--- src/acm_pkg.sv ---
// Package for the conversion-mode control block: register layout,
// mode codes, settling-delay table and timing counts.
// Assumes a 20 MHz system clock feeding every process of the block.
package acm_pkg;

  // Clock and delay timing.
  localparam int CLK_PERIOD_NS = 50;
  localparam int DELAY_UNIT_NS = 8000;
  // One delay unit rounds up to whole clock cycles.
  localparam int DELAY_UNIT_CYC =
    (DELAY_UNIT_NS + CLK_PERIOD_NS - 1) / CLK_PERIOD_NS;

  // Register width and reset value of the mode register.
  localparam int REG_W = 16;
  localparam logic [15:0] MODE_REG_RESET = 16'h0000;

  // Field positions inside the mode register.
  localparam int REF_EN_BIT = 15;
  localparam int DELAY_LSB = 8;
  localparam int MODE_LSB = 4;
  localparam int CLKSEL_LSB = 2;

  // Mask of the bits that software may change; the rest read as zero.
  localparam logic [15:0] MODE_REG_WMASK = 16'h877C;

  // Conversion mode codes.
  typedef enum logic [2:0] {
    ACM_MODE_CONT    = 3'h0,
    ACM_MODE_SINGLE  = 3'h1,
    ACM_MODE_STANDBY = 3'h2,
    ACM_MODE_PDOWN   = 3'h3
  } acm_mode_t;

  // Settling delay, in delay units, for each code of the delay field.
  localparam logic [7:0] DLY_CODE0 = 8'h00;
  localparam logic [7:0] DLY_CODE1 = 8'h01;
  localparam logic [7:0] DLY_CODE2 = 8'h04;
  localparam logic [7:0] DLY_CODE3 = 8'h19;
  localparam logic [7:0] DLY_CODE4 = 8'h32;
  localparam logic [7:0] DLY_CODE5 = 8'h7D;
  localparam logic [7:0] DLY_CODE6 = 8'h7D;
  localparam logic [7:0] DLY_CODE7 = 8'hFA;

  // Sequencer states, Gray coded along idle, settle, convert.
  typedef enum logic [1:0] {
    ACM_ST_IDLE   = 2'b00,
    ACM_ST_SETTLE = 2'b01,
    ACM_ST_CONV   = 2'b11,
    ACM_ST_PDOWN  = 2'b10
  } acm_state_t;

  // Number of input channels that the sequencer walks through.
  localparam int NUM_CHAN = 4;

endpackage : acm_pkg

--- src/acm_delay_if.sv ---
// Interface between the sequencer and its settling-delay timer.
// Assumes both ends sit on the same system clock.
interface acm_delay_if;
  logic start;
  logic [7:0] units;
  logic busy;
  logic done;

  modport ctrl (output start, output units, input busy, input done);
  modport timer (input start, input units, output busy, output done);
endinterface : acm_delay_if

--- src/acm_settle_timer.sv ---
// Settling-delay timer: counts a number of fixed-length delay units.
// Assumes start is a one-cycle pulse and units is valid with it.
module acm_settle_timer
  import acm_pkg::*;
#(
  parameter int UNIT_CYCLES = DELAY_UNIT_CYC
) (
  // Clock and reset.
  input wire logic sys_clk,
  input wire logic rst_n,
  // Link to the sequencer.
  acm_delay_if.timer dly
);

  // Refuse a unit length that the 16-bit prescaler cannot count.
  if (UNIT_CYCLES < 1 || UNIT_CYCLES > 65535) begin : g_bad_unit
    $error("UNIT_CYCLES out of range");
  end

  logic [15:0] preCnt_r;
  logic [7:0] unitCnt_r;
  logic busy_r;
  logic done_r;

  // Prescaler and unit counter; a zero count finishes on the next edge.
  always_ff @(posedge sys_clk) begin
    done_r <= 1'b0;
    if (!rst_n) begin
      preCnt_r <= 16'h0000;
      unitCnt_r <= 8'h00;
      busy_r <= 1'b0;
    end else if (dly.start) begin
      preCnt_r <= 16'h0000;
      unitCnt_r <= dly.units;
      busy_r <= (dly.units != 8'h00);
      done_r <= (dly.units == 8'h00);
    end else if (busy_r) begin
      if (preCnt_r == 16'(UNIT_CYCLES - 1)) begin
        preCnt_r <= 16'h0000;
        unitCnt_r <= unitCnt_r - 8'h01;
        if (unitCnt_r == 8'h01) begin
          busy_r <= 1'b0;
          done_r <= 1'b1; // Pulse marks the end of the last unit.
        end
      end else begin
        preCnt_r <= preCnt_r + 16'h0001;
      end
    end
  end

  assign dly.busy = busy_r;
  assign dly.done = done_r;

endmodule : acm_settle_timer

--- src/acm_mode_ctrl.sv ---
// Conversion-mode control: mode register, channel sequencer, settling
// delay after each channel switch, standby and power-down handling.
// Assumes the serial interface decoder hands over whole 16-bit words
// for the mode register and pulses ifReset when it is reset.
module acm_mode_ctrl
  import acm_pkg::*;
#(
  parameter int UNIT_CYCLES = DELAY_UNIT_CYC
) (
  // Clock and reset.
  input wire logic sys_clk,
  input wire logic rst_n,
  // Serial interface side.
  input wire logic ifReset,
  input wire logic regWrEn,
  input wire logic [15:0] regWrData,
  output logic [15:0] regRdData_r,
  // Converter side.
  input wire logic [3:0] chanEnable,
  input wire logic convDone,
  output logic [1:0] chanSel_r,
  output logic convRun_r,
  output logic settling_r,
  output logic filterReset_r,
  output logic dataReadyClear_r,
  output logic standby_r,
  output logic powerDown_r,
  output logic refEnable_r,
  output logic [1:0] clkSel_r
);

  // A zero-length unit would let the settle finish before it started.
  if (UNIT_CYCLES < 1) begin : g_bad_unit
    $error("UNIT_CYCLES must be at least one");
  end

  acm_delay_if dly ();

  acm_settle_timer #(
    .UNIT_CYCLES(UNIT_CYCLES)
  ) u_timer (
    .sys_clk(sys_clk),
    .rst_n(rst_n),
    .dly(dly.timer)
  );

  acm_state_t state_r;
  logic [15:0] modeReg_r;
  logic dlyStart_r;
  logic [7:0] dlyUnits_r;
  logic wrHit;
  logic wrAccept;
  logic [2:0] wrMode;
  logic [2:0] curMode;
  logic [2:0] wrDelay;
  logic [7:0] wrUnits;
  logic [15:0] wrValue;
  logic [1:0] firstIdx;
  logic [1:0] nextIdx;
  logic nextWrap;
  logic anyEnabled;

  // Maps a delay code to a count of 8 us units.
  function automatic logic [7:0] delayUnits(input logic [2:0] code);
    logic [7:0] u;
    case (code)
      3'h0: u = DLY_CODE0;
      3'h1: u = DLY_CODE1;
      3'h2: u = DLY_CODE2;
      3'h3: u = DLY_CODE3;
      3'h4: u = DLY_CODE4;
      3'h5: u = DLY_CODE5;
      3'h6: u = DLY_CODE6;
      default: u = DLY_CODE7;
    endcase
    return u;
  endfunction : delayUnits

  // Lowest enabled channel starts every sequence.
  always_comb begin
    firstIdx = 2'h0;
    for (int i = NUM_CHAN - 1; i >= 0; i--) begin
      if (chanEnable[i]) begin
        firstIdx = 2'(i);
      end
    end
  end

  // Next enabled channel after the current one, with its wrap flag.
  always_comb begin
    logic found;
    logic [1:0] cand;
    found = 1'b0;
    cand = 2'h0;
    nextIdx = chanSel_r;
    nextWrap = 1'b1;
    for (int k = 1; k <= NUM_CHAN; k++) begin
      cand = chanSel_r + 2'(k);
      if (!found && chanEnable[cand]) begin
        found = 1'b1;
        nextIdx = cand;
        nextWrap = (cand <= chanSel_r);
      end
    end
  end

  assign anyEnabled = (chanEnable != 4'h0);
  assign curMode = modeReg_r[MODE_LSB +: 3];
  assign wrMode = regWrData[MODE_LSB +: 3];
  assign wrDelay = regWrData[DELAY_LSB +: 3];
  assign wrUnits = delayUnits(wrDelay);
  // Writes while powered down are ignored; only ifReset or rst_n wakes us.
  assign wrHit = regWrEn && (state_r != ACM_ST_PDOWN);
  // Power-down needs standby as the mode held just before.
  assign wrAccept = !(wrMode == ACM_MODE_PDOWN &&
                      curMode != ACM_MODE_STANDBY);
  // A refused power-down still stores the other fields.
  always_comb begin
    wrValue = regWrData & MODE_REG_WMASK;
    if (!wrAccept) begin
      wrValue[MODE_LSB +: 3] = curMode;
    end
  end

  // Mode register; interface reset restores every default.
  always_ff @(posedge sys_clk) begin
    if (!rst_n || ifReset) begin
      modeReg_r <= MODE_REG_RESET;
    end else if (wrHit) begin
      modeReg_r <= wrValue;
    end else if (state_r == ACM_ST_CONV && convDone &&
                 curMode == ACM_MODE_SINGLE && nextWrap) begin
      modeReg_r[MODE_LSB +: 3] <= ACM_MODE_STANDBY;
    end
  end

  // Sequencer: channel choice, settling and conversion.
  always_ff @(posedge sys_clk) begin
    dlyStart_r <= 1'b0;
    if (!rst_n || ifReset) begin
      state_r <= ACM_ST_IDLE;
      chanSel_r <= 2'h0;
      dlyUnits_r <= 8'h00;
    end else if (wrHit) begin
      // An accepted continuous or single write with a channel enabled restarts conversion from the first channel.
      dlyUnits_r <= wrUnits;
      if (!wrAccept) begin
        state_r <= state_r;
      end else if (wrMode == ACM_MODE_PDOWN) begin
        state_r <= ACM_ST_PDOWN;
      end else if ((wrMode == ACM_MODE_CONT ||
                    wrMode == ACM_MODE_SINGLE) && anyEnabled) begin
        chanSel_r <= firstIdx;
        state_r <= ACM_ST_SETTLE;
        dlyStart_r <= 1'b1;
      end else begin
        state_r <= ACM_ST_IDLE;
      end
    end else begin
      case (state_r)
        ACM_ST_SETTLE: begin
          if (dly.done) begin
            state_r <= ACM_ST_CONV;
          end
        end
        ACM_ST_CONV: begin
          if (convDone) begin
            if (curMode == ACM_MODE_SINGLE && nextWrap) begin
              state_r <= ACM_ST_IDLE;
            end else if (nextIdx != chanSel_r) begin
              chanSel_r <= nextIdx;
              state_r <= ACM_ST_SETTLE;
              dlyStart_r <= 1'b1;
            end else begin
              state_r <= ACM_ST_CONV;
            end
          end
        end
        ACM_ST_PDOWN: begin
          state_r <= ACM_ST_PDOWN;
        end
        default: begin
          state_r <= ACM_ST_IDLE;
        end
      endcase
    end
  end

  assign dly.start = dlyStart_r;
  assign dly.units = dlyUnits_r;

  // Write side effects toward the filter and data-ready flag.
  always_ff @(posedge sys_clk) begin
    if (!rst_n || ifReset) begin
      filterReset_r <= 1'b0;
      dataReadyClear_r <= 1'b0;
    end else begin
      filterReset_r <= wrHit;
      dataReadyClear_r <= wrHit;
    end
  end

  // Status outputs follow the state and mode register one edge later, all registered.
  always_ff @(posedge sys_clk) begin
    if (!rst_n || ifReset) begin
      convRun_r <= 1'b0;
      settling_r <= 1'b0;
      standby_r <= 1'b0;
      powerDown_r <= 1'b0;
      refEnable_r <= 1'b0;
      clkSel_r <= 2'h0;
      regRdData_r <= MODE_REG_RESET;
    end else begin
      convRun_r <= (state_r == ACM_ST_CONV);
      settling_r <= (state_r == ACM_ST_SETTLE);
      standby_r <= (state_r == ACM_ST_IDLE);
      powerDown_r <= (state_r == ACM_ST_PDOWN);
      refEnable_r <= modeReg_r[REF_EN_BIT] && (state_r != ACM_ST_PDOWN);
      clkSel_r <= modeReg_r[CLKSEL_LSB +: 2];
      regRdData_r <= modeReg_r;
    end
  end

endmodule : acm_mode_ctrl

--- config.mk ---
export PLATFORM = sky130hd
export DESIGN_NAME = acm_mode_ctrl
export DESIGN_NICKNAME = d
export VERILOG_FILES = /design/src/acm_pkg.sv /design/src/acm_delay_if.sv /design/src/acm_settle_timer.sv /design/src/acm_mode_ctrl.sv
export SDC_FILE = /design/constraint.sdc
export NUM_CORES = 1
export LEC_CHECK = 0
export CAP_MARGIN = 20
export CORE_MARGIN = 5
export CORE_UTILIZATION = 60
export DETAILED_ROUTE_END_ITERATION = 8
export DONT_BUFFER_PORTS = 1
export MAX_ROUTING_LAYER = met4
export PLACE_DENSITY = 0.76
export REMOVE_ABC_BUFFERS = 1
export SLEW_MARGIN = 20
export SYNTH_ARGS = -nofsm -noshare
export SYNTH_HDL_FRONTEND = slang
export SYNTH_HIERARCHICAL = 1
export SYNTH_SLANG_ARGS = --single-unit
--- constraint.sdc ---
create_clock -name sys_clk -period 8.2 [get_ports sys_clk]
set_clock_uncertainty 0.1 [all_clocks]
set_input_delay 1.64 -clock sys_clk [delete_from_list [all_inputs] [get_ports sys_clk]]
set_output_delay 1.64 -clock sys_clk [all_outputs]
set_load 0.1 [all_outputs]
* Word level (Yosys, flattened, before mapping)
Cells that the tools add are included.
** Storage, ports and cells
- Register bits :: 65
- Bits of input ports :: 25
- Word-level logic and storage cells :: 154
** Cells by class
- Add/subtract/negate cells :: 5
- Magnitude comparators :: 8
- Equality and inequality tests :: 23
- Multiplexer cells :: 64
- Bitwise operators :: 1
- Reductions and logical operators :: 35
** Operators with widths (number)
- $pmux W8 S6 :: 1
- $mux W2 :: 23
- $mux W1 :: 28
- $mux W8 :: 3
- $add A16 B1 Y16 const B :: 1
- $eq A16 B8 Y1 const B :: 1
- $mux W16 :: 1
- $lt A2 B3 Y1 const B :: 4
- $reduce_bool A2 Y1 :: 6
- $logic_and A1 B1 Y1 :: 11
- $eq A3 B1 Y1 const B :: 3
- $eq A3 B2 Y1 const B :: 3
- $eq A3 B3 Y1 const B :: 3
- $mux W3 :: 3
- $bmux W1 S2 :: 4
- $eq A8 B1 Y1 const B :: 1
- $le A2 B2 Y1 :: 4
- $logic_not A8 Y1 :: 1
- $ne A2 B2 Y1 const B :: 4
- $reduce_bool A8 Y1 :: 1
- $sub A8 B1 Y8 const B :: 1
- $reduce_and A7 Y1 :: 1
- $logic_not A3 Y1 :: 2
- $ne A3 B2 Y1 const B :: 2
- 16 further kinds :: 24

* Logic depth before layout (Yosys ltp)
Gate-level depths: netlist of the first run.
- Depth after elaboration :: 19
- Depth in mapped cells :: 10

* By module
The synthesis of the first run kept the hierarchy.
** Modules (own cells, without submodules)
- acm_mode_ctrl :: times used 1, cells each 223, area an instance 1874.3 µm²
- acm_settle_timer :: times used 1, cells each 163, area an instance 1392.6 µm²

* Least setup slack after synthesis of the first run
OpenSTA, ideal clock, no wires.
- Path type :: register to register
- From :: register chanSel_r[0]
- To :: register chanSel_r[0]
- Setup time :: 0.085 ns
- Arrival time :: 3.617 ns
- Setup slack :: 4.399 ns
- Stages on the path, launching flop included :: 11
- Buffers on the path :: 2
- Path through :: dfxtp_1 buf_2 inv_1 ha_1 clkbuf_1 mux4_2 nor2b_1 or4_4 a31o_1 and3_1 o31ai_2
** Between the ends
- Cells in the longest elaborated chain, start to end :: 18
- Elaborated cells between the ends (all ways) :: 42
- Classes of those cells :: 3 x add/sub; 4 x order compare; 2 x eq/ne; 24 x mux; 9 x reduce/logical
** RTL lines
- start: declaration :: line acm_mode_ctrl.sv:21 : output logic [1:0] chanSel_r,
- start signal: assignment :: line acm_mode_ctrl.sv:153 : chanSel_r <= firstIdx;
- start signal: assignment :: line acm_mode_ctrl.sv:171 : chanSel_r <= nextIdx;
- $add A2 B1 Y2 :: line acm_mode_ctrl.sv:98 : cand = chanSel_r + 2'(k);
- $bmux W1 S2 :: line acm_mode_ctrl.sv:99 : if (!found && chanEnable[cand]) begin
- $mux W1 (implied by the code) :: line acm_mode_ctrl.sv:99
- $mux W1 :: line acm_mode_ctrl.sv:99
- $logic_not A1 Y1 :: line acm_mode_ctrl.sv:99
- $logic_and A1 B1 Y1 :: line acm_mode_ctrl.sv:99
- $mux W1 :: line acm_mode_ctrl.sv:99
- $logic_not A1 Y1 :: line acm_mode_ctrl.sv:99
- [... 2 more ...]
- $logic_not A1 Y1 :: line acm_mode_ctrl.sv:99
- $logic_and A1 B1 Y1 :: line acm_mode_ctrl.sv:99
- $mux W2 :: line acm_mode_ctrl.sv:99
- $mux W2 :: line acm_mode_ctrl.sv:170 : end else if (nextIdx != chanSel_r) begin
- $mux W2 :: line acm_mode_ctrl.sv:168 : if (curMode == ACM_MODE_SINGLE && nextWrap) begin
- $mux W2 :: line acm_mode_ctrl.sv:167 : if (convDone) begin
- $mux W2 :: line acm_mode_ctrl.sv:160 : case (state_r)
- $mux W2 :: line acm_mode_ctrl.sv:144 : end else if (wrHit) begin
Several ways; a longest one is shown, not always the timed one. The select of a mux whose other input is x is not followed.
A chain may end at the register's enable or synchronous reset.

* Worst setup path in the final report of the first run
- From :: input chanEnable[2]
- To :: register chanSel_r[0]
** Between the ends
- Cells in the longest elaborated chain, start to end :: 17
- Elaborated cells between the ends (all ways) :: 44
- Classes of those cells :: 3 x eq/ne; 30 x mux; 11 x reduce/logical
** RTL lines
- start: declaration :: line acm_mode_ctrl.sv:19 : input wire logic [3:0] chanEnable,
- $bmux W1 S2 :: line acm_mode_ctrl.sv:99
- $mux W1 (implied by the code) :: line acm_mode_ctrl.sv:99
- $mux W1 :: line acm_mode_ctrl.sv:99
- $logic_not A1 Y1 :: line acm_mode_ctrl.sv:99
- $logic_and A1 B1 Y1 :: line acm_mode_ctrl.sv:99
- $mux W1 :: line acm_mode_ctrl.sv:99
- $logic_not A1 Y1 :: line acm_mode_ctrl.sv:99
- $logic_and A1 B1 Y1 :: line acm_mode_ctrl.sv:99
- $mux W1 :: line acm_mode_ctrl.sv:99
- $logic_not A1 Y1 :: line acm_mode_ctrl.sv:99
- $logic_and A1 B1 Y1 :: line acm_mode_ctrl.sv:99
- $mux W2 :: line acm_mode_ctrl.sv:99
- $mux W2 :: line acm_mode_ctrl.sv:170
- $mux W2 :: line acm_mode_ctrl.sv:168
- $mux W2 :: line acm_mode_ctrl.sv:167
- $mux W2 :: line acm_mode_ctrl.sv:160
- $mux W2 :: line acm_mode_ctrl.sv:144
Several ways; a longest one is shown, not always the timed one. The select of a mux whose other input is x is not followed.

==> implementation parameters, run 1 <==
Parameter                              Value

Global route
  Met2 track demand over resource in global routing    0.310
  Busiest grt layer    met2
  Met3 layer usage reported by global route    0.0711
  Global-route met1 utilization    0.240
  Via count of the first global-routing pass    2,458
  Global-route wire length before repair    11.1 mm
  Initial antenna violation count    0
  Largest net degree at the start of global routing    21
  Overall track demand over capacity in global routing    0.199
  Leftover overflow at the end of global routing    0

Synth
  Top cells by area in the synthesized netlist    sky130_fd_sc_hd__dfxtp_1, sky130_fd_sc_hd__nand2_1, sky130_fd_sc_hd__nor2_1
  Average cell area after synthesis    8.46 µm²
  Cell count after synthesis    386
  Cell Area, Synth    3270 µm²
  Total of warnings raised by yosys    6
  Register area share after synthesis    0.386
  Flip-flop and latch count after synthesis    63
  Post-synth cell types    64
  Share of flip-flops with an asynchronous set or reset    0
  Count of flip-flops with a built-in enable after synthesis    0
  Cell taking the most area after synthesis    sky130_fd_sc_hd__dfxtp_1
  Ys flop type    sky130_fd_sc_hd__dfxtp_1
  Share of the synthesized area in the top cell type    0.386

Floorplan
  Starting Density    0.628
  # IOs    52
  Number of core rows    26
  Area of the placeable core    5200 µm²
  Height of the chip    83.8 µm
  Width of the die    83.8 µm
  Total die area    7020 µm²

Detailed routing
  First-pass detailed-route iteration total    7
  Post-Route WL    6.68 mm
  Drt drc    0
  Average via count per standard cell    5.89
  Avg WL per Cell    14.9 µm
  Detailed-route via count    2,635
  Antenna violation net count after detailed routing    0
  Starting DRC count in detailed routing    67

STA
  RSZ-0062 raised after global routing    false
  Final hold vios    0
  Hold slack final    0.350 ns
  Max frequency    0.297 GHz
  Min setup slack post-route    4.83 ns
  Post-route setup TNS    0 ns
  Min cycle time layout    3.37 ns
  Final count of negative-setup-slack endpoints    0
  Total count of max-transition violations in the final report    0
  Transition time at the pin with the least slew margin    1.01 ns
  Period Utilization, post-route    0.410
  Worst slew margin relative to its limit    0.328

Placement
  Weighted congestion at the end of routability-driven global placement    0.834
  Post-placement cell count    431
  Detailed placement HPWL    4.61 mm
  Dpl ws    4.49 ns
  Count of buffers from port buffering    0

Clock network
  Clock tree from TritonCTS    yes
  CTS Sinks    63
  Number of hold buffers added after cts    0
  Source-to-sink clock delay at the later pin of the worst-skew pair    0.34 ns
  Maximum number of buffers from clock root to sink    2
  Clock input transition at the sequential cells of the worst setup and hold paths    0.07 ns
  Root cell of the clock tree    sky130_fd_sc_hd__clkbuf_8
  Number of buffers created by CTS    9
  H-tree depth reported by CTS    3
  Cts repair resizes    0
  Post-CTS setup buffer count    0

Worst setup path
  Crit-path max FO    11
  Required time of the critical path    8.35 ns
  Type of the worst setup path    in -> reg
  Endpoint kind of the worst setup timing path    flip-flop
  Startpoint kind of the worst setup timing path    primary input
  Critical Path Sink    chanSel_r[0]$_SDFFE_PP0P_
  Crit path arrival time    3.51 ns
  Worst reg2reg endpoint    chanSel_r[0]$_SDFFE_PP0P_
  Setup slack, reg-to-reg    4.93 ns
  R2R cell count    9
  Launch point of the worst reg-to-reg path    chanSel_r[0]$_SDFFE_PP0P_
  Startpoint of the worst setup timing path    chanEnable[2]

Finish
  Ratio of cells with drive above 1 in the final layout    0.101
  Leading cell types in the layout, fill and taps excluded    sky130_fd_sc_hd__dfxtp_1, sky130_fd_sc_hd__nand2_1, sky130_fd_sc_hd__nor2_1
  Filler instances    429
  Post-route non-filler standard cell count    447
  Number of diodes    0
  Most common cell after layout, fill and taps aside    sky130_fd_sc_hd__dfxtp_1
  Final core occ    0.661
  Net count of the finished layout    402
  Syn-to-layout area delta    5.25%

Status
  Run status    finished clean

Power and ir drop
  Static Leakage    1.28 nW
  Maximum vdd drop    141 µV
  Ratio of total power to cell area    193 nW/µm²

Min path
  Worst hold path class    reg -> reg

Run
  Max capacitance violation total    0
flip-flops by register name, summed over array words and instances, names as in the netlist, 2 cells and up, named ones only:
name,cells
regRdData_r,8
u_timer/unitCnt_r,8
chanSel_r,2
dly.units,8
modeReg_r,9
u_timer/preCnt_r,16
kinds of logic (layout without fill, tap and decap cells):
family / Yosys count / count (layout) / synth area share
fa+ha+maj: 5 / 5 / 0.0191
xor+xnor: 18 / 18 / 0.0483
other cells: 1 / 7 / 0.00115
buf+inv: 50 / 35 / 0.0724
mux: 12 / 12 / 0.0513
compound gates: 67 / 67 / 0.142
flops: 63 / 63 / 0.386
simple gates: 170 / 170 / 0.279
area by class of cell:
class / instances / area (µm²) / share of cell area
multi-input cells: 279 / 1790 / 0.522
well taps: 70 / 87.6 / 0.0255
repair buffers: 2 / 15.0 / 0.00437
clock inverters: 6 / 85.1 / 0.0247
clock buffers: 10 / 128 / 0.0371
inverters: 17 / 63.8 / 0.0186
flip-flops and latches: 63 / 1260 / 0.368
per-layer routing:
layer,share of wire,vias up
met1,0.46,1225
met3,0.064,8
met4,0.011,0
met2,0.46,75
li1,-,1327
met5,0,-
worst min path at each step:
stage / start / end / slack [ns] / cells after the start
floorplan: dly.units[6]$_SDFFE_PP0P_ / dly.units[6]$_SDFFE_PP0P_ / 0.33 / 2
global placement: modeReg_r[2]$_SDFFE_PP0P_ / clkSel_r[0]$_SDFF_PP0_ / 0.33 / 1
detailed placement: modeReg_r[2]$_SDFFE_PP0P_ / clkSel_r[0]$_SDFF_PP0_ / 0.34 / 1
CTS: modeReg_r[3]$_SDFFE_PP0P_ / modeReg_r[3]$_SDFFE_PP0P_ / 0.35 / 2
global route: modeReg_r[3]$_SDFFE_PP0P_ / modeReg_r[3]$_SDFFE_PP0P_ / 0.37 / 2
finish: modeReg_r[3]$_SDFFE_PP0P_ / modeReg_r[3]$_SDFFE_PP0P_ / 0.35 / 2
report_power, final:
part	internal (W)	switching [W]	total [W]
combinational	0.0000143	0.0000356	0.0000499
sequential	0.000311	0.0000150	0.000326
clock	0.000170	0.000117	0.000287
cell usage after synthesis, types with 3 or more instances:
cell type / n
sky130_fd_sc_hd__a211oi_1: 4
sky130_fd_sc_hd__a21oi_1: 19
sky130_fd_sc_hd__and2_1: 9
sky130_fd_sc_hd__and3_1: 3
sky130_fd_sc_hd__buf_2: 9
sky130_fd_sc_hd__buf_4: 10
sky130_fd_sc_hd__clkbuf_1: 12
sky130_fd_sc_hd__dfxtp_1: 63
sky130_fd_sc_hd__ha_1: 5
sky130_fd_sc_hd__inv_1: 17
sky130_fd_sc_hd__mux2i_1: 7
sky130_fd_sc_hd__nand2_1: 39
sky130_fd_sc_hd__nand2b_1: 7
sky130_fd_sc_hd__nand3_1: 15
sky130_fd_sc_hd__nand3b_1: 3
sky130_fd_sc_hd__nand4_1: 9
sky130_fd_sc_hd__nor2_1: 37
sky130_fd_sc_hd__nor2b_1: 4
sky130_fd_sc_hd__nor3_1: 12
sky130_fd_sc_hd__nor4_1: 12
sky130_fd_sc_hd__o211ai_1: 3
sky130_fd_sc_hd__o21a_1: 4
sky130_fd_sc_hd__o21ai_0: 12
sky130_fd_sc_hd__or3_1: 3
sky130_fd_sc_hd__xnor2_1: 15
sky130_fd_sc_hd__xor2_1: 3
through the flow:
step	power (W)	area, µm²
floorplan	0.000374	3120
global placement	0.000381	3220
detailed placement	0.000382	3220
CTS	0.000668	3440
global route	0.000686	3440
finish	0.000663	3440
critical path, cell delays in order:
cell	delay, ns
sky130_fd_sc_hd__mux4_2	0.52
sky130_fd_sc_hd__nor2b_1	0.17
sky130_fd_sc_hd__or4_4	0.57
sky130_fd_sc_hd__a31o_1	0.26
sky130_fd_sc_hd__and3_1	0.17
sky130_fd_sc_hd__o31ai_2	0.18
Note: power is estimated with default switching activity, not from simulation.
==> run 2, diff against run 1 <==
--- a/config.mk
+++ b/config.mk
@@ -5,6 +5,7 @@
 export SDC_FILE = /design/constraint.sdc
 export NUM_CORES = 1
 export LEC_CHECK = 0
+export ABC_AREA = 1
 export CAP_MARGIN = 20
 export CORE_MARGIN = 5
 export CORE_UTILIZATION = 60
==> constraint.sdc (replaced) <==
create_clock -name sys_clk -period 3.2 [get_ports sys_clk]
set_clock_uncertainty 0.1 [all_clocks]
set_input_delay 0.64 -clock sys_clk [delete_from_list [all_inputs] [get_ports sys_clk]]
set_output_delay 0.64 -clock sys_clk [all_outputs]
set_load 0.1 [all_outputs]
==> run 2 against run 1 <==
Final cell count up 23%. First-iteration DRC count up 130%. Via count up 8.0%. Die area down 0.31%. Synthesized cell count up 22%. Global-route usage up 1.3 points.
==> implementation parameters, run 2 <==
Parameter                              Value

Power and ir drop
  Static Leakage    1.52 nW (was 1.28 nW)
  Maximum vdd drop    501 µV (was 141 µV)
  Power after layout    0.00169 W (was 0.000663 W)
  Ratio of total power to cell area    484 nW/µm² (was 193 nW/µm²)

Finish
  FF/Latch Area    1260 µm² (unchanged)
  Leading cell types in the layout, fill and taps excluded    sky130_fd_sc_hd__nand2_1, sky130_fd_sc_hd__nor2_1, sky130_fd_sc_hd__dfxtp_1 (was sky130_fd_sc_hd__dfxtp_1, sky130_fd_sc_hd__nand2_1, sky130_fd_sc_hd__nor2_1)
  Registers with the highest flip-flop counts    u_timer/preCnt_r (16), modeReg_r (9) (unchanged)
  Filler instances    471 (was 429)
  Most common cell after layout, fill and taps aside    sky130_fd_sc_hd__nand2_1 (was sky130_fd_sc_hd__dfxtp_1)
  Ratio of cells with drive above 1 in the final layout    0.127 (was 0.101)
  Number of diodes    0 (unchanged)
  Register ranked first by flip-flop count    u_timer/preCnt_r (unchanged)
  Net count of the finished layout    506 (was 402)
  Footprint of the multi-input gates    1640 µm² (was 1790 µm²)
  Syn-to-layout area delta    6.99% (was 5.25%)
  Number of flip-flops under the largest register name    16 (unchanged)

STA
  Total count of max-transition violations in the final report    0 (unchanged)
  Post-route setup TNS    0 ns (unchanged)
  Min cycle time layout    2.07 ns
  Period Utilization, post-route    0.648
  Transition time at the pin with the least slew margin    1.00 ns (was 1.01 ns)
  Final count of negative-setup-slack endpoints    0 (unchanged)
  Final hold vios    0 (unchanged)
  Worst slew margin relative to its limit    0.334 (was 0.328)
  RSZ-0062 raised after global routing    false (unchanged)
  Max frequency    0.483 GHz

Synth
  Total of warnings raised by yosys    6 (unchanged)
  Register area share after synthesis    0.387 (was 0.386)
  Cell taking the most area after synthesis    sky130_fd_sc_hd__dfxtp_1 (unchanged)
  Most common cell in the synthesized netlist    sky130_fd_sc_hd__nand2_1 (was sky130_fd_sc_hd__dfxtp_1)
  Most common library cells after synthesis    sky130_fd_sc_hd__nand2_1, sky130_fd_sc_hd__nor2_1, sky130_fd_sc_hd__dfxtp_1 (was sky130_fd_sc_hd__dfxtp_1, sky130_fd_sc_hd__nand2_1, sky130_fd_sc_hd__nor2_1)
  Average cell area after synthesis    6.90 µm² (was 8.46 µm²)
  Top cells by area in the synthesized netlist    sky130_fd_sc_hd__dfxtp_1, sky130_fd_sc_hd__nand2_1, sky130_fd_sc_hd__nor2_1 (unchanged)
  Share of the synthesized area in the top cell type    0.387 (was 0.386)
  Share of flip-flops with an asynchronous set or reset    0 (unchanged)
  Count of flip-flops with a built-in enable after synthesis    0 (unchanged)
  Cell Area, Synth    3260 µm² (was 3270 µm²)
  Flip-flop and latch count after synthesis    63 (unchanged)
  Cell count after synthesis    472 (was 386)
  Ys flop type    sky130_fd_sc_hd__dfxtp_1 (unchanged)
  Post-synth cell types    43 (was 64)

Floorplan
  Area of the placeable core    5200 µm² (unchanged)
  Width of the die    83.7 µm (was 83.8 µm)
  Starting Density    0.625 (was 0.628)
  Total die area    7000 µm² (was 7020 µm²)
  Height of the chip    83.7 µm (was 83.8 µm)
  Number of core rows    26 (unchanged)
  # IOs    52 (unchanged)

Worst setup path
  Startpoint kind of the worst setup timing path    flip-flop (was primary input)
  Crit-path max FO    2 (was 11)
  Type of the worst setup path    reg -> out (was in -> reg)
  Crit path arrival time    1.33 ns (was 3.51 ns)
  Required time of the critical path    2.46 ns (was 8.35 ns)
  Endpoint kind of the worst setup timing path    output port (was flip-flop)

Global route
  Global-route wire length before repair    11.9 mm (was 11.1 mm)
  Met3 layer usage reported by global route    0.0721 (was 0.0711)
  Leftover overflow at the end of global routing    0 (unchanged)
  Largest net degree at the start of global routing    21 (unchanged)
  Initial antenna violation count    0 (unchanged)
  Overall track demand over capacity in global routing    0.212 (was 0.199)
  Via count of the first global-routing pass    2,762 (was 2,458)
  Global-route met1 utilization    0.256 (was 0.240)
  Met2 track demand over resource in global routing    0.334 (was 0.310)
  Busiest grt layer    met2 (unchanged)

Min path
  Worst hold path class    reg -> reg (unchanged)

Clock network
  Number of hold buffers added after cts    0 (unchanged)
  Maximum number of buffers from clock root to sink    2 (unchanged)
  Root cell of the clock tree    sky130_fd_sc_hd__clkbuf_8 (unchanged)
  Clock input transition at the sequential cells of the worst setup and hold paths    0.06 ns (was 0.07 ns)
  Source-to-sink clock delay at the later pin of the worst-skew pair    0.33 ns (was 0.34 ns)
  Cts repair resizes    0 (unchanged)
  CTS Sinks    63 (unchanged)
  Clock tree from TritonCTS    yes (unchanged)
  H-tree depth reported by CTS    3 (unchanged)
  Post-CTS setup buffer count    0 (unchanged)
  Number of buffers created by CTS    9 (unchanged)

Placement
  Weighted congestion at the end of routability-driven global placement    0.872 (was 0.834)
  Detailed placement HPWL    4.93 mm (was 4.61 mm)
  Count of buffers from port buffering    0 (unchanged)

Detailed routing
  Starting DRC count in detailed routing    153 (was 67)
  First-pass detailed-route iteration total    4 (was 7)
  Drt drc    0 (unchanged)
  Avg WL per Cell    12.2 µm (was 14.9 µm)
  Detailed-route via count    2,847 (was 2,635)
  Post-Route WL    6.72 mm (was 6.68 mm)
  Average via count per standard cell    5.17 (was 5.89)
  Antenna violation net count after detailed routing    0 (unchanged)

Run
  Max capacitance violation total    0 (unchanged)

Status
  Run status    finished clean (unchanged)
==> run 2: power breakdown <==
part | switching, W | internal (W) | total, W
logic | 0.000126 | 0.0000445 | 0.000171
registers | 0.0000466 | 0.000801 | 0.000847
clock network | 0.000290 | 0.000377 | 0.000668
==> run 2: cell type report <==
class	instances	share of cell area
clock buffer	12	0.0417
timing repair buffer	4	0.00862
sequential	63	0.363
inverter	70	0.0765
clock inverter	4	0.0129
multi-input combinational	328	0.472
tap	70	0.0251
==> run 2: through the flow <==
stage | std cells | cell area [µm²] | setup WS [ns] | hold slack (ns) | utilization
finish | 551 | 3480 | 1.13 | 0.320 | 0.669
global route | 551 | 3480 | 0.919 | 0.302 | 0.669
CTS | 551 | 3480 | 1.10 | 0.302 | 0.669
detailed placement | 535 | 3290 | 1.12 | 0.307 | 0.633
global placement | 535 | 3290 | 1.08 | 0.303 | 0.633
floorplan | 461 | 3170 | 0.462 | 0.305 | -
==> run 2: metal layers <==
metal	vias up	routed length, µm	part of all wire
met4	0	80	0.012
met1	1272	3190	0.47
met2	73	3090	0.46
met3	8	361	0.054
li1	1494	-	-
met5	-	0	0
==> run 2: cells by family (layout without fill, tap and decap cells) <==
group	Yosys count	in the layout	share of synthesized area
simple gates	250	250	0.354
buf+inv	87	90	0.115
flops	63	63	0.387
compound gates	61	61	0.110
fa+ha+maj	5	5	0.0192
xor+xnor	5	5	0.0135
other cells	1	7	0.00115
==> run 2: worst reg2reg max path: cells and delay by family, from the launching register on <==
| kind | cells | cell delay, ns |
|---|---|---|
| AO/OA/AOI/OAI | 1 | 0.19 |
| AND/OR/NAND/NOR | 8 | 0.60 |
| buffers and inverters | 4 | 0.30 |
| adder cells (fa/ha/maj) | 1 | 0.38 |
| flip-flops | 1 | 0.35 |
==> run 2: worst paths after layout <==
kind | to | start | slack [ns] | depth (start not counted)
worst min register to register | regRdData_r[3]$_SDFF_PP0_ | modeReg_r[3]$_SDFFE_PP0P_ | 0.32 | 2
worst max register to register | modeReg_r[4]$_SDFFE_PP0P_ | chanSel_r[0]$_SDFFE_PP0P_ | 1.18 | 14
worst min-delay path | regRdData_r[3]$_SDFF_PP0_ | modeReg_r[3]$_SDFFE_PP0P_ | 0.32 | 2
worst max-delay path | regRdData_r[3] | regRdData_r[3]$_SDFF_PP0_ | 1.13 | 0
==> run 3, diff against run 2 <==
--- a/config.mk
+++ b/config.mk
@@ -8,11 +8,11 @@
 export ABC_AREA = 1
 export CAP_MARGIN = 20
 export CORE_MARGIN = 5
-export CORE_UTILIZATION = 60
+export CORE_UTILIZATION = 57
 export DETAILED_ROUTE_END_ITERATION = 8
 export DONT_BUFFER_PORTS = 1
 export MAX_ROUTING_LAYER = met4
-export PLACE_DENSITY = 0.76
+export PLACE_DENSITY = 0.75
 export REMOVE_ABC_BUFFERS = 1
 export SLEW_MARGIN = 20
 export SYNTH_ARGS = -nofsm -noshare
==> constraint.sdc (replaced) <==
create_clock -name sys_clk -period 1.8 [get_ports sys_clk]
set_clock_uncertainty 0.1 [all_clocks]
set_input_delay 0.36 -clock sys_clk [delete_from_list [all_inputs] [get_ports sys_clk]]
set_output_delay 0.36 -clock sys_clk [all_outputs]
set_load 0.1 [all_outputs]
==> run 3 against run 2 <==
The flow now finishes with violations (setup timing). Global-route usage shrank 0.50 points. Die area grew 4.6%. Sequential power grew 70%. Largest cell class unchanged.
==> implementation parameters, run 3 (synthesis results as in run 2) <==
Parameter                              Value

Status
  Run status    complete, but fails checks (was finished clean)
  Violations in the final reports    setup timing

Power and ir drop
  Pint    0.00233 W (was 0.00122 W)
  Portion of total power attributed to the clock network    0.429 (was 0.396)
  Ratio of total power to cell area    855 nW/µm² (was 484 nW/µm²)
  Static Leakage    1.69 nW (was 1.52 nW)
  Register share of total power    0.444 (was 0.503)
  Net switching power figure    0.000916 W (was 0.000463 W)
  Switching part of the total power    0.282 (was 0.275)
  Maximum vdd drop    679 µV (was 501 µV)
  Portion of total power attributed to combinational logic    0.127 (was 0.101)

Detailed routing
  Detailed-route via count    3,022 (was 2,847)
  Average via count per standard cell    5.24 (was 5.17)
  Antenna violation net count after detailed routing    0 (unchanged)
  First-pass detailed-route iteration total    5 (was 4)
  Post-Route WL    7.16 mm (was 6.72 mm)
  Drt drc    0 (unchanged)
  Starting DRC count in detailed routing    160 (was 153)
  Avg WL per Cell    12.4 µm (was 12.2 µm)

Placement
  Weighted congestion at the end of routability-driven global placement    0.887 (was 0.872)
  Detailed placement HPWL    5.35 mm (was 4.93 mm)
  Count of buffers from port buffering    0 (unchanged)
  Post-placement cell count    561 (was 535)
  DP Area    3510 µm² (was 3290 µm²)

Finish
  Number of flip-flops under the largest register name    16 (unchanged)
  Syn-to-layout area delta    16.6% (was 6.99%)
  Ratio of cells with drive above 1 in the final layout    0.188 (was 0.127)
  Filler instances    489 (was 471)
  Net count of the finished layout    530 (was 506)
  Most common cell after layout, fill and taps aside    sky130_fd_sc_hd__nand2_1 (unchanged)
  Design Area, Final    3800 µm² (was 3480 µm²)
  Registers with the highest flip-flop counts    u_timer/preCnt_r (16), modeReg_r (9) (unchanged)
  Post-route non-filler standard cell count    577 (was 551)
  Register ranked first by flip-flop count    u_timer/preCnt_r (unchanged)
  Number of diodes    0 (unchanged)
  Leading cell types in the layout, fill and taps excluded    sky130_fd_sc_hd__nand2_1, sky130_fd_sc_hd__nor2_1, sky130_fd_sc_hd__dfxtp_1 (unchanged)

STA
  Final hold vios    0 (unchanged)
  Period Utilization, post-route    1.01
  Hold slack final    0.0245 ns (was 0.320 ns)
  Min setup slack post-route    -0.0108 ns (was 1.13 ns)
  RSZ-0062 raised after global routing    true (was false)
  Min cycle time layout    1.81 ns
  Total count of max-transition violations in the final report    0 (unchanged)
  Max frequency    0.552 GHz
  Final count of negative-setup-slack endpoints    1 (was 0)
  Post-route setup TNS    -0.0108 ns (was 0 ns)

Clock network
  CTS Sinks    63 (unchanged)
  Source-to-sink clock delay at the later pin of the worst-skew pair    0.34 ns (was 0.33 ns)
  Clock input transition at the sequential cells of the worst setup and hold paths    0.07 ns (was 0.06 ns)
  H-tree depth reported by CTS    3 (unchanged)
  Number of buffers created by CTS    9 (unchanged)
  Number of hold buffers added after cts    0 (unchanged)
  Maximum number of buffers from clock root to sink    2 (unchanged)
  Root cell of the clock tree    sky130_fd_sc_hd__clkbuf_8 (unchanged)
  Clock tree from TritonCTS    yes (unchanged)
  Post-CTS setup buffer count    0 (unchanged)

Floorplan
  Number of core rows    27 (was 26)
  Total die area    7320 µm² (was 7000 µm²)
  Width of the die    85.6 µm (was 83.7 µm)
  Height of the chip    85.6 µm (was 83.7 µm)
  Starting Density    0.588 (was 0.625)
  Area of the placeable core    5540 µm² (was 5200 µm²)
  # IOs    52 (unchanged)

Global route
  Largest net degree at the start of global routing    21 (unchanged)
  Overall track demand over capacity in global routing    0.207 (was 0.212)
  Via count of the first global-routing pass    2,940 (was 2,762)
  Initial antenna violation count    0 (unchanged)
  Global-route wire length before repair    12.1 mm (was 11.9 mm)
  Leftover overflow at the end of global routing    0 (unchanged)

Worst setup path
  Crit-path max FO    5 (was 2)
  Startpoint kind of the worst setup timing path    flip-flop (unchanged)
  Endpoint kind of the worst setup timing path    flip-flop (was output port)
  Type of the worst setup path    reg -> reg (was reg -> out)
  Required time of the critical path    1.94 ns (was 2.46 ns)
  Crit path arrival time    1.95 ns (was 1.33 ns)

Min path
  Worst hold path class    in -> reg (was reg -> reg)

Run
  Max capacitance violation total    0 (unchanged)
-- run 3: per-layer routing --
layer  routed length, µm  track usage  up-vias
met4                 159       0.0964        0
met2                3690        0.369       83
li1                    -            -     1553
met5                   0            -        -
met1                2960        0.215     1370
met3                 349       0.0451       16
-- run 3: power groups by stage --
| stage | combinational, W | clock (W) | sequential, W |
|---|---|---|---|
| 2_1_floorplan | 0.000246 | 0 | 0.00154 |
| 3_3_place_gp | 0.000389 | 0 | 0.00147 |
| 3_5_place_dp | 0.000396 | 0 | 0.00147 |
| 4_1_cts | 0.000408 | 0.00142 | 0.00144 |
| 5_1_grt | 0.000448 | 0.00148 | 0.00145 |
| 6_report | 0.000411 | 0.00139 | 0.00144 |
-- run 3: what timing repair did --
item                                    4_1_cts  5_1_grt
endpoints found under the setup margin        8        8
resized for setup                            12        8
cloned                                        0        0
pin swaps                                     7        8
-- run 3: path summary, 6_finish.rpt --
check / from / end / slack [ns] / cells past startpoint
min reg2reg: modeReg_r[3]$_SDFFE_PP0P_ / regRdData_r[3]$_SDFF_PP0_ / 0.32 / 2
min: rst_n / u_timer/unitCnt_r[5]$_SDFFE_PN0P_ / 0.02 / 2
max reg2reg: chanSel_r[0]$_SDFFE_PP0P_ / modeReg_r[4]$_SDFFE_PP0P_ / -0.01 / 12
max: chanSel_r[0]$_SDFFE_PP0P_ / modeReg_r[4]$_SDFFE_PP0P_ / -0.01 / 12
-- run 3: final cells by class --
type | instances | area (µm²) | area share
Sequential cell | 63 | 1270 | 0.334
Clock inverter | 7 | 104 | 0.0273
Timing Repair Buffer | 28 | 264 | 0.0695
Inverter | 70 | 269 | 0.0708
Clock buffer | 9 | 124 | 0.0326
Multi-Input combinational cell | 328 | 1680 | 0.442
Tap cell | 72 | 90.1 | 0.0237
-- run 3: critical path, stage by stage (launching register included) --
cell	delay, ns
sky130_fd_sc_hd__dfxtp_2	0.36
sky130_fd_sc_hd__inv_2	0.06
sky130_fd_sc_hd__ha_4	0.27
sky130_fd_sc_hd__inv_4	0.07
sky130_fd_sc_hd__nand3_1	0.09
sky130_fd_sc_hd__nand2_2	0.12
sky130_fd_sc_hd__nand4_1	0.12
sky130_fd_sc_hd__nand2_2	0.11
sky130_fd_sc_hd__nand2_4	0.08
sky130_fd_sc_hd__o21ai_4	0.19
sky130_fd_sc_hd__inv_2	0.05
sky130_fd_sc_hd__nand2_2	0.05
sky130_fd_sc_hd__nand2_1	0.04
-- run 3: through the flow --
stage | setup slack [ns] | utilization | total power [W]
after global routing | -0.118 | 0.685 | 0.00337
after global placement | -0.100 | 0.634 | 0.00186
final | -0.0108 | 0.685 | 0.00325
after detailed placement | -0.132 | 0.634 | 0.00187
after floorplan | -0.938 | - | 0.00179
after CTS | -0.00848 | 0.682 | 0.00327
